===== src/ext_bus_pkg.sv =====
// shared constants and carriers for the external bus port
package ext_bus_pkg;

  // ****************************************
  // clock and timing
  // ****************************************
  localparam int CLK_NS = 4;
  localparam int STATE_NS = 8; // length of one machine state
  localparam int STATE_CLKS = (STATE_NS + CLK_NS - 1) / CLK_NS;
  localparam int RST_HOLD_PERIODS = 24; // least power-up reset hold, oscillator periods
  localparam int PSW_SAMPLE_US = 4; // supply switch sampling interval
  localparam int PSW_SAMPLE_CLKS = (PSW_SAMPLE_US * 1000) / CLK_NS;

  // ****************************************
  // widths and field positions
  // ****************************************
  localparam int AD_W = 8;
  localparam int HI_W = 8;
  localparam int FETCH_HI_W = 5; // upper fetch address bits on the high port
  localparam int FETCH_AW = AD_W + FETCH_HI_W;
  localparam int DATA_AW = AD_W + HI_W;
  localparam int VALVE_W = 6;
  localparam int VALVE_INFLATE = 0; // inflate valve position in the valve word
  localparam int CODE_W = 4;

  // ****************************************
  // help codes
  // ****************************************
  localparam logic [CODE_W-1:0] HELP_CAL = 4'h0;
  localparam logic [CODE_W-1:0] HELP_VALVE = 4'h4;
  localparam logic [CODE_W-1:0] HELP_ANALOG = 4'h5;
  localparam logic [CODE_W-1:0] HELP_TIMER = 4'h6;
  localparam logic [CODE_W-1:0] HELP_BCD = 4'h7;
  localparam logic [CODE_W-1:0] HELP_ROM = 4'h8;
  localparam logic [CODE_W-1:0] HELP_RAM = 4'h9;

  // ****************************************
  // reset values of the pins
  // ****************************************
  localparam logic [AD_W-1:0] AD_IDLE = 8'h00;
  localparam logic [HI_W-1:0] HI_IDLE = 8'h00;

  // ****************************************
  // carriers
  // ****************************************
  typedef enum logic [2:0] {
    ST_F_ADDR, ST_F_LATCH, ST_F_OE, ST_F_SAMPLE, ST_D_ADDR, ST_D_STROBE, ST_D_END
  } bus_state_e;

  typedef struct packed {
    logic ale; // address latch strobe, high latches open
    logic program_store_strobe; // low enables program memory outputs
    logic rd_n;
    logic wr_n;
    logic ad_oe; // high while this end drives the multiplexed bus
    logic [AD_W-1:0] ad_o;
    logic [HI_W-1:0] a_hi;
  } bus_pins_s;

  typedef struct packed {
    logic we;
    logic [DATA_AW-1:0] addr;
    logic [AD_W-1:0] wdata;
  } data_req_s;

endpackage


===== src/controller_external_bus_port.sv =====
// multiplexed external bus port with watchdog fault and valve safety logic
// Functional notes
// RULE_01: each fetch starts with both strobes high, then fetch address on the bus.
// RULE_02: falling address latch strobe captures low 8 address bits externally.
// RULE_03: upper 5 fetch address bits stay on high port until byte read.
// RULE_04: program strobe low enables memory; byte sampled one machine state later.
// RULE_05: fetch cycles repeat back to back, broken only by data accesses.
// RULE_06: no address latch or program strobe pulse during data access.
// RULE_07: read or write strobe held low while data moves on the bus.
// RULE_08: reset input held high at least 24 oscillator periods at power-up.
// RULE_09: watchdog fault line going low raises the interrupt request.
// RULE_10: timing fault cuts valve power; serviced interrupt shows code and alarm.
// RULE_11: help codes 0,4,5,6,7,8,9 report specific hardware faults.
// RULE_12: valves fall to de-energised safe state on any hardware failure.
// RULE_13: supply switch sampled periodically; no inflate without supply pressure.
// RULE_14: external latch transparent while strobe high, holding while low.
`timescale 1ns/1ps
`default_nettype none
module controller_external_bus_port
  import ext_bus_pkg::*;
#(
  parameter int STATE_CYCLES = STATE_CLKS,
  parameter int SAMPLE_CYCLES = PSW_SAMPLE_CLKS
) (
  input wire logic clk, // 250 MHz system clock
  input wire logic rst, // synchronous reset, active high
  output bus_pins_s bus_o, // strobes, high port and bus drive
  input wire logic [AD_W-1:0] ad_i, // multiplexed bus level
  input wire logic [FETCH_AW-1:0] fetch_addr, // address of the next program byte
  output logic [AD_W-1:0] instr, // fetched program byte
  output logic instr_valid, // one-cycle pulse with instr
  input wire logic req_valid, // external data access request
  output logic req_ready, // request taken at this edge when valid
  input wire data_req_s req, // access kind, address and write data
  output logic [AD_W-1:0] rdata, // data read from the bus
  output logic rdata_valid, // one-cycle pulse with rdata
  input wire logic timer_fault_n, // watchdog fault pin, active low
  output logic irq, // pending interrupt request level
  input wire logic irq_ack, // interrupt service pulse
  input wire logic fault_report, // pulse: report fault_code
  input wire logic [CODE_W-1:0] fault_code, // help code to report
  output logic [CODE_W-1:0] help_code, // displayed help code
  output logic help_show, // help code on display
  output logic alarm_tone, // alarm tone request
  input wire logic supply_ok_pin, // supply pressure switch pin
  input wire logic [VALVE_W-1:0] valve_req, // requested valve energise pattern
  output logic [VALVE_W-1:0] valve, // valve drive, high energises
  output logic valve_power_en // valve relay enable
);
  localparam int CW = $clog2(STATE_CYCLES + 1);
  localparam int PW = $clog2(SAMPLE_CYCLES + 1);

  // ****************************************
  // elaboration checks
  // ****************************************
  if (STATE_CYCLES < 1 || SAMPLE_CYCLES < 1) begin : g_chk
    $error("state and sample lengths must be at least one cycle");
  end

  // ****************************************
  // machine state sequencer
  // ****************************************
  bus_state_e st_q;
  logic [CW-1:0] cnt_q;
  logic last;
  logic [FETCH_AW-1:0] faddr_q;
  data_req_s dreq_q;

  assign last = (cnt_q == CW'(STATE_CYCLES - 1));
  // a data access may only slot in at the end of a completed fetch
  assign req_ready = last && (st_q == ST_F_SAMPLE); // RULE_05

  // every state lasts one machine state
  always_ff @(posedge clk) begin
    if (rst) begin
      cnt_q <= '0;
    end else if (last) begin
      cnt_q <= '0;
    end else begin
      cnt_q <= cnt_q + CW'(1);
    end
  end

  // fetch loop, left only for a pending data access
  always_ff @(posedge clk) begin
    if (rst) begin
      st_q <= ST_F_ADDR;
    end else if (last) begin
      unique case (st_q)
        ST_F_ADDR: st_q <= ST_F_LATCH;
        ST_F_LATCH: st_q <= ST_F_OE;
        ST_F_OE: st_q <= ST_F_SAMPLE;
        ST_F_SAMPLE: st_q <= req_valid ? ST_D_ADDR : ST_F_ADDR; // RULE_05
        ST_D_ADDR: st_q <= ST_D_STROBE;
        ST_D_STROBE: st_q <= ST_D_END;
        ST_D_END: st_q <= ST_F_ADDR;
      endcase
    end
  end

  // fetch address is taken only between fetches so it holds until the byte is in
  always_ff @(posedge clk) begin
    if (rst) begin
      faddr_q <= '0;
    end else if (last && (st_q == ST_F_SAMPLE || st_q == ST_D_END)) begin
      faddr_q <= fetch_addr;
    end
  end

  always_ff @(posedge clk) begin
    if (rst) begin
      dreq_q <= '0;
    end else if (req_valid && req_ready) begin
      dreq_q <= req;
    end
  end

  // ****************************************
  // pin drive
  // ****************************************
  // strobes come from flops so the pins never glitch between states
  always_ff @(posedge clk) begin
    if (rst) begin
      bus_o <= '{ale: 1'b1, program_store_strobe: 1'b1, rd_n: 1'b1, wr_n: 1'b1,
                 ad_oe: 1'b0, ad_o: AD_IDLE, a_hi: HI_IDLE};
    end else begin
      bus_o.rd_n <= 1'b1;
      bus_o.wr_n <= 1'b1;
      unique case (st_q)
        ST_F_ADDR: begin
          bus_o.ale <= 1'b1; // RULE_01
          bus_o.program_store_strobe <= 1'b1; // RULE_01
          bus_o.ad_oe <= 1'b1;
          bus_o.ad_o <= faddr_q[AD_W-1:0]; // RULE_01
          bus_o.a_hi <= HI_W'(faddr_q[FETCH_AW-1:AD_W]); // RULE_03
        end
        ST_F_LATCH: begin
          // low byte still driven as the strobe falls, so the latch closes on it
          bus_o.ale <= 1'b0; // RULE_02 RULE_14
          bus_o.ad_oe <= 1'b1;
        end
        ST_F_OE, ST_F_SAMPLE: begin
          bus_o.ad_oe <= 1'b0;
          bus_o.program_store_strobe <= 1'b0; // RULE_04
        end
        ST_D_ADDR: begin
          bus_o.ale <= 1'b0; // RULE_06
          bus_o.program_store_strobe <= 1'b1; // RULE_06
          bus_o.ad_oe <= 1'b1;
          bus_o.ad_o <= dreq_q.addr[AD_W-1:0];
          bus_o.a_hi <= dreq_q.addr[DATA_AW-1:AD_W];
        end
        ST_D_STROBE: begin
          bus_o.rd_n <= dreq_q.we; // RULE_07
          bus_o.wr_n <= !dreq_q.we; // RULE_07
          bus_o.ad_oe <= dreq_q.we;
          bus_o.ad_o <= dreq_q.wdata;
        end
        ST_D_END: begin
          bus_o.ad_oe <= 1'b0;
        end
      endcase
    end
  end

  // ****************************************
  // bus sampling
  // ****************************************
  // memory has had a full machine state of output enable before the sample
  always_ff @(posedge clk) begin
    if (rst) begin
      instr <= AD_IDLE;
      instr_valid <= 1'b0;
    end else begin
      instr_valid <= last && (st_q == ST_F_SAMPLE); // RULE_04
      if (last && st_q == ST_F_SAMPLE) begin
        instr <= ad_i; // RULE_04
      end
    end
  end

  always_ff @(posedge clk) begin
    if (rst) begin
      rdata <= AD_IDLE;
      rdata_valid <= 1'b0;
    end else begin
      rdata_valid <= last && (st_q == ST_D_STROBE) && !dreq_q.we;
      if (last && st_q == ST_D_STROBE && !dreq_q.we) begin
        rdata <= ad_i; // RULE_07
      end
    end
  end

  // ****************************************
  // pin synchronisers
  // ****************************************
  logic fault_n_s, supply_s, fault_n_prev_q;

  pin_sync3 #(.WIDTH(2), .INIT(2'b10)) u_sync (
    .clk(clk),
    .rst(rst),
    .d({timer_fault_n, supply_ok_pin}),
    .q({fault_n_s, supply_s})
  );

  // ****************************************
  // watchdog interrupt and help codes
  // ****************************************
  logic fault_fall, fault_q;
  assign fault_fall = fault_n_prev_q && !fault_n_s;

  always_ff @(posedge clk) begin
    if (rst) begin
      fault_n_prev_q <= 1'b1;
    end else begin
      fault_n_prev_q <= fault_n_s;
    end
  end

  // a new fall in the ack cycle keeps the request pending
  always_ff @(posedge clk) begin
    if (rst) begin
      irq <= 1'b0;
    end else if (fault_fall) begin
      irq <= 1'b1; // RULE_09
    end else if (irq_ack) begin
      irq <= 1'b0;
    end
  end

  // the fault is latched until reset, matching the non-recoverable external timer
  always_ff @(posedge clk) begin
    if (rst) begin
      fault_q <= 1'b0;
    end else if (!fault_n_s) begin
      fault_q <= 1'b1; // RULE_10
    end
  end

  // help codes stay on display with a steady tone once shown
  always_ff @(posedge clk) begin
    if (rst) begin
      help_code <= HELP_CAL;
      help_show <= 1'b0;
      alarm_tone <= 1'b0;
    end else if (irq && irq_ack) begin
      help_code <= HELP_TIMER; // RULE_10 RULE_11
      help_show <= 1'b1;
      alarm_tone <= 1'b1; // RULE_10
    end else if (fault_report && !help_show) begin
      help_code <= fault_code; // RULE_11
      help_show <= 1'b1;
      alarm_tone <= 1'b1;
    end
  end

  // ****************************************
  // supply switch sampling and valves
  // ****************************************
  logic [PW-1:0] smp_q;
  logic supply_q;

  // periodic look at the switch, so a bouncing contact cannot chatter the inflate valve
  always_ff @(posedge clk) begin
    if (rst) begin
      smp_q <= '0;
      supply_q <= 1'b0;
    end else if (smp_q == PW'(SAMPLE_CYCLES - 1)) begin
      smp_q <= '0;
      supply_q <= supply_s; // RULE_13
    end else begin
      smp_q <= smp_q + PW'(1);
    end
  end

  // any failure drops every valve to its unpowered, cuff-sealing state
  always_ff @(posedge clk) begin
    if (rst) begin
      valve <= '0;
      valve_power_en <= 1'b0;
    end else if (fault_q || !fault_n_s || help_show) begin
      valve <= '0; // RULE_12
      valve_power_en <= 1'b0; // RULE_10 RULE_12
    end else begin
      valve <= valve_req;
      valve[VALVE_INFLATE] <= valve_req[VALVE_INFLATE] && supply_q; // RULE_13
      valve_power_en <= 1'b1;
    end
  end
endmodule
`default_nettype wire


===== src/pin_sync3.sv =====
// three-stage pin synchroniser with second/third agreement
`timescale 1ns/1ps
`default_nettype none
module pin_sync3 #(
  parameter int WIDTH = 1,
  parameter logic [WIDTH-1:0] INIT = '0
) (
  input wire logic clk, // system clock
  input wire logic rst, // synchronous reset, active high
  input wire logic [WIDTH-1:0] d, // asynchronous pin level
  output logic [WIDTH-1:0] q // settled level
);
  logic [WIDTH-1:0] s1_q, s2_q, s3_q;

  // first stage is read only by the second, so metastability stays contained
  always_ff @(posedge clk) begin
    if (rst) begin
      s1_q <= INIT;
      s2_q <= INIT;
      s3_q <= INIT;
    end else begin
      s1_q <= d;
      s2_q <= s1_q;
      s3_q <= s2_q;
    end
  end

  // a change counts only once two later stages agree
  always_ff @(posedge clk) begin
    if (rst) begin
      q <= INIT;
    end else begin
      for (int i = 0; i < WIDTH; i++) begin
        if (s2_q[i] == s3_q[i]) begin
          q[i] <= s3_q[i];
        end
      end
    end
  end
endmodule
`default_nettype wire


===== config.mk =====
export PLATFORM = sky130hd
export DESIGN_NAME = controller_external_bus_port
export DESIGN_NICKNAME = d
export VERILOG_FILES = /design/src/ext_bus_pkg.sv /design/src/controller_external_bus_port.sv /design/src/pin_sync3.sv
export SDC_FILE = /design/constraint.sdc
export NUM_CORES = 1
export LEC_CHECK = 0
export BUFFER_PORTS_ARGS = -buffer_cell sky130_fd_sc_hd__buf_2
export CAP_MARGIN = 20
export CELL_PAD_IN_SITES_DETAIL_PLACEMENT = 1
export CELL_PAD_IN_SITES_GLOBAL_PLACEMENT = 2
export CORE_ASPECT_RATIO = 0.6
export CORE_UTILIZATION = 25
export DETAILED_ROUTE_END_ITERATION = 16
export PLACE_DENSITY_LB_ADDON = 0.1
export SETUP_SLACK_MARGIN = 0.05
export SLEW_MARGIN = 20
export SYNTH_ARGS = -nofsm -noshare
export SYNTH_HDL_FRONTEND = slang
export SYNTH_SLANG_ARGS = --single-unit

===== constraint.sdc =====
create_clock -name clk -period 3.4 [get_ports clk]
set_input_delay 0.51 -clock clk [delete_from_list [all_inputs] [get_ports clk]]
set_output_delay 0.51 -clock clk [all_outputs]
set_load 0.005 [all_outputs]

==> results.yml <==
cts:
  h-tree-depth: 4
  cts_buffers: 17
  cts_tree: "yes"
  post_cts_resize_count: 0
  cts_hold_buf: 0
  clock_sinks: 116
  clk_path_buf_depth: 2
  clock-root-buffer: "clkbuf_16"
  clk_pin_slew_worst_paths_ns: 0.06
  postCtsSetupRepairBufs: 0
  clk_latency_ns: 0.41
worst_setup_path:
  required_ns: 2.89
  critPathLaunchType: "register"
  critical_path_arrival_ns: 1.88
  critPathCaptureType: "output port"
  crit_path_max_fanout: 13
  critical_path_class: "reg -> out"
die:
  row_count: 37
  die_w_um: 175
  initial_core_util_pct: 25.8
  die_height_um: 106
  die_area_um2: 18400
  coreArea_um2: 17300
  ios: 117
sta:
  max_freq_mhz: 418
  whs_ns: 0.284
  min_period_ns: 2.39
  slew_headroom_pct: 28.0
  rsz0062_at_grt: "no"
  setup_violations: 0
  tightest_slew_ns: 1.08
  slew_violations: 0
  hold_violations: 0
  finalClockSkew_ns: 0.0134
  tns_ns: 0
  fin_crit_sh_pct: 70.4
run:
  maxCapViolCount: 0
power:
  p_leak_nw: 2.24
  p_per_area_nw_per_um2: 611
  vdd_drop_max_mv: 0.310
  fin_total_pwr_mw: 3.54
routing:
  drt_first_pass_iters: 4
  first_iter_violations: 184
  wl_per_cell_um: 16.5
  ant_nets: 0
  routed_wl_um: 13900
  viasPerCell: 4.77
  drc: 0
  vias: 4021
synth:
  ys_warn_count: 0
  synth_area_um2: 4470
  synth.most_common_cell: "dfxtp_1"
  synth_area_leaders: "dfxtp_1, a21oi_1, o21ai_0"
  ys_seq_elements: 116
  synth-seq-area-share_pct: 52.0
  synth-async-reset-ratio_pct: 0
  synth_edf_count: 0
  syn_area_per_cell_um2: 8.97
  synthDominantCellAreaShare_pct: 52.0
  syn_nets: 563
  yosys-top-cells-count: "dfxtp_1, a21oi_1, o21ai_0"
  netlist_instances: 498
  ys_types: 46
  yosys.area.top_type: "dfxtp_1"
  synth-main-ff-cell: "dfxtp_1"
final_layout:
  antenna_cells: 0
  layout-drive-gt1-share_pct: 27.6
  final_area_um2: 5790
  final_cell_count_no_fill: 843
  area_delta_synth_final_pct: 29.6
  final_nets: 663
global_route:
  grt_max_degree: 93
  grt_pass1_wl_um: 22500
  grt_pass1_vias: 4222
  antenna_found_initial: 0
  grt_overflow: 0
  grt.total_usage_pct: 15.7
placement:
  numPortBuffers: 116
  hpwl_um: 9640
  place_inst: 813
  place.gp.congestion: 0.742
  postPlaceCellArea_um2: 5210
hold_path:
  hold_class: "in -> reg"
status:
  status: "finished, final reports clean"
layout make-up:
type | count | area (um2)
repair buffers | 123 | 646
well taps | 234 | 293
clock inverters | 9 | 131
multi-input cells | 330 | 1910
clock buffers | 21 | 450
fillers | 2073 | 11500
flip-flops and latches | 116 | 2320
inverters | 10 | 37.5
per-layer routing:
metal  track usage, %  vias up  share of wire [%]
met5                0        -                  0
met4             5.22        0               0.91
met3             4.11       12                4.6
met2             24.1       81                 44
met1             21.4     1955                 51
li1                 -     1973                  -
path summary, 6_finish.rpt:
| kind | startpoint | end | slack [ns] | cells past startpoint |
|---|---|---|---|---|
| worst max-delay path | st_q[2] | req_ready | 1.01 | 3 |
| worst min-delay path | timer_fault_n | u_sync.s1_q[1] | 0.28 | 2 |
| worst max register to register | st_q[0] | faddr_q[8] | 1.23 | 4 |
| worst min register to register | u_sync.s1_q[1] | u_sync.s2_q[1] | 0.41 | 1 |
sequential cells by signal, indices dropped and copies added (netlist names), 2 cells and up:
signal	flops
bus_o	21
cnt_q	2
dreq_q	25
faddr_q	13
help_code	4
instr	8
rdata	8
smp_q	10
st_q	3
u_sync.q	2
u_sync.s1_q	2
u_sync.s2_q	2
u_sync.s3_q	2
valve	6
worst max-delay path, cell delays in order (launching register included):
cell and delay [ns]:
dfxtp_1 0.57, nand4b_2 0.23, clkinv_1 0.39, buf_2 0.30
cells by family after synthesis:
family                     synth area share (%)
DFF                                        52.0
buffers and inverters                      5.26
xor gates and xnor gates                   1.18
muxes                                      4.09
AOI/OAI and AO/OA                          19.5
adders and majority gates                 0.560
and+or+nand+nor                            17.4
layout by cell type (no fill, tap or decap), drive strengths merged, types with 2 or more instances in the layout:
cell	instances
buf	123
inv	9
nor2	19
nor2b	5
a21oi	76
ha	2
xor2	3
xnor2	3
a211oi	6
clkinv	4
nand2b	5
o211ai	2
clkbuf	21
nor3	13
clkinvlp	3
mux2	2
dfxtp	116
o21ai	54
or2	4
nand2	26
o221a	8
nand3	53
o31ai	2
a31oi	2
nand4bb	2
and2	7
bufinv	3
and3	3
nand4	3
mux2i	16
or3	3
metrics by stage:
step | setup WS, ns | utilization, %
6_report | 1.01 | 33.5
5_1_grt | 0.850 | 33.5
4_1_cts | 0.978 | 33.5
3_5_place_dp | 1.25 | 30.1
3_3_place_gp | 1.39 | 30.1
2_1_floorplan | 1.75 | -
where the power goes:
part	total [mW]	internal [mW]	switching (mW)
clock network	1.79	1.16	0.625
registers	1.45	1.41	0.0363
logic	0.309	0.122	0.188
Power figures use the tool's default switching activity.
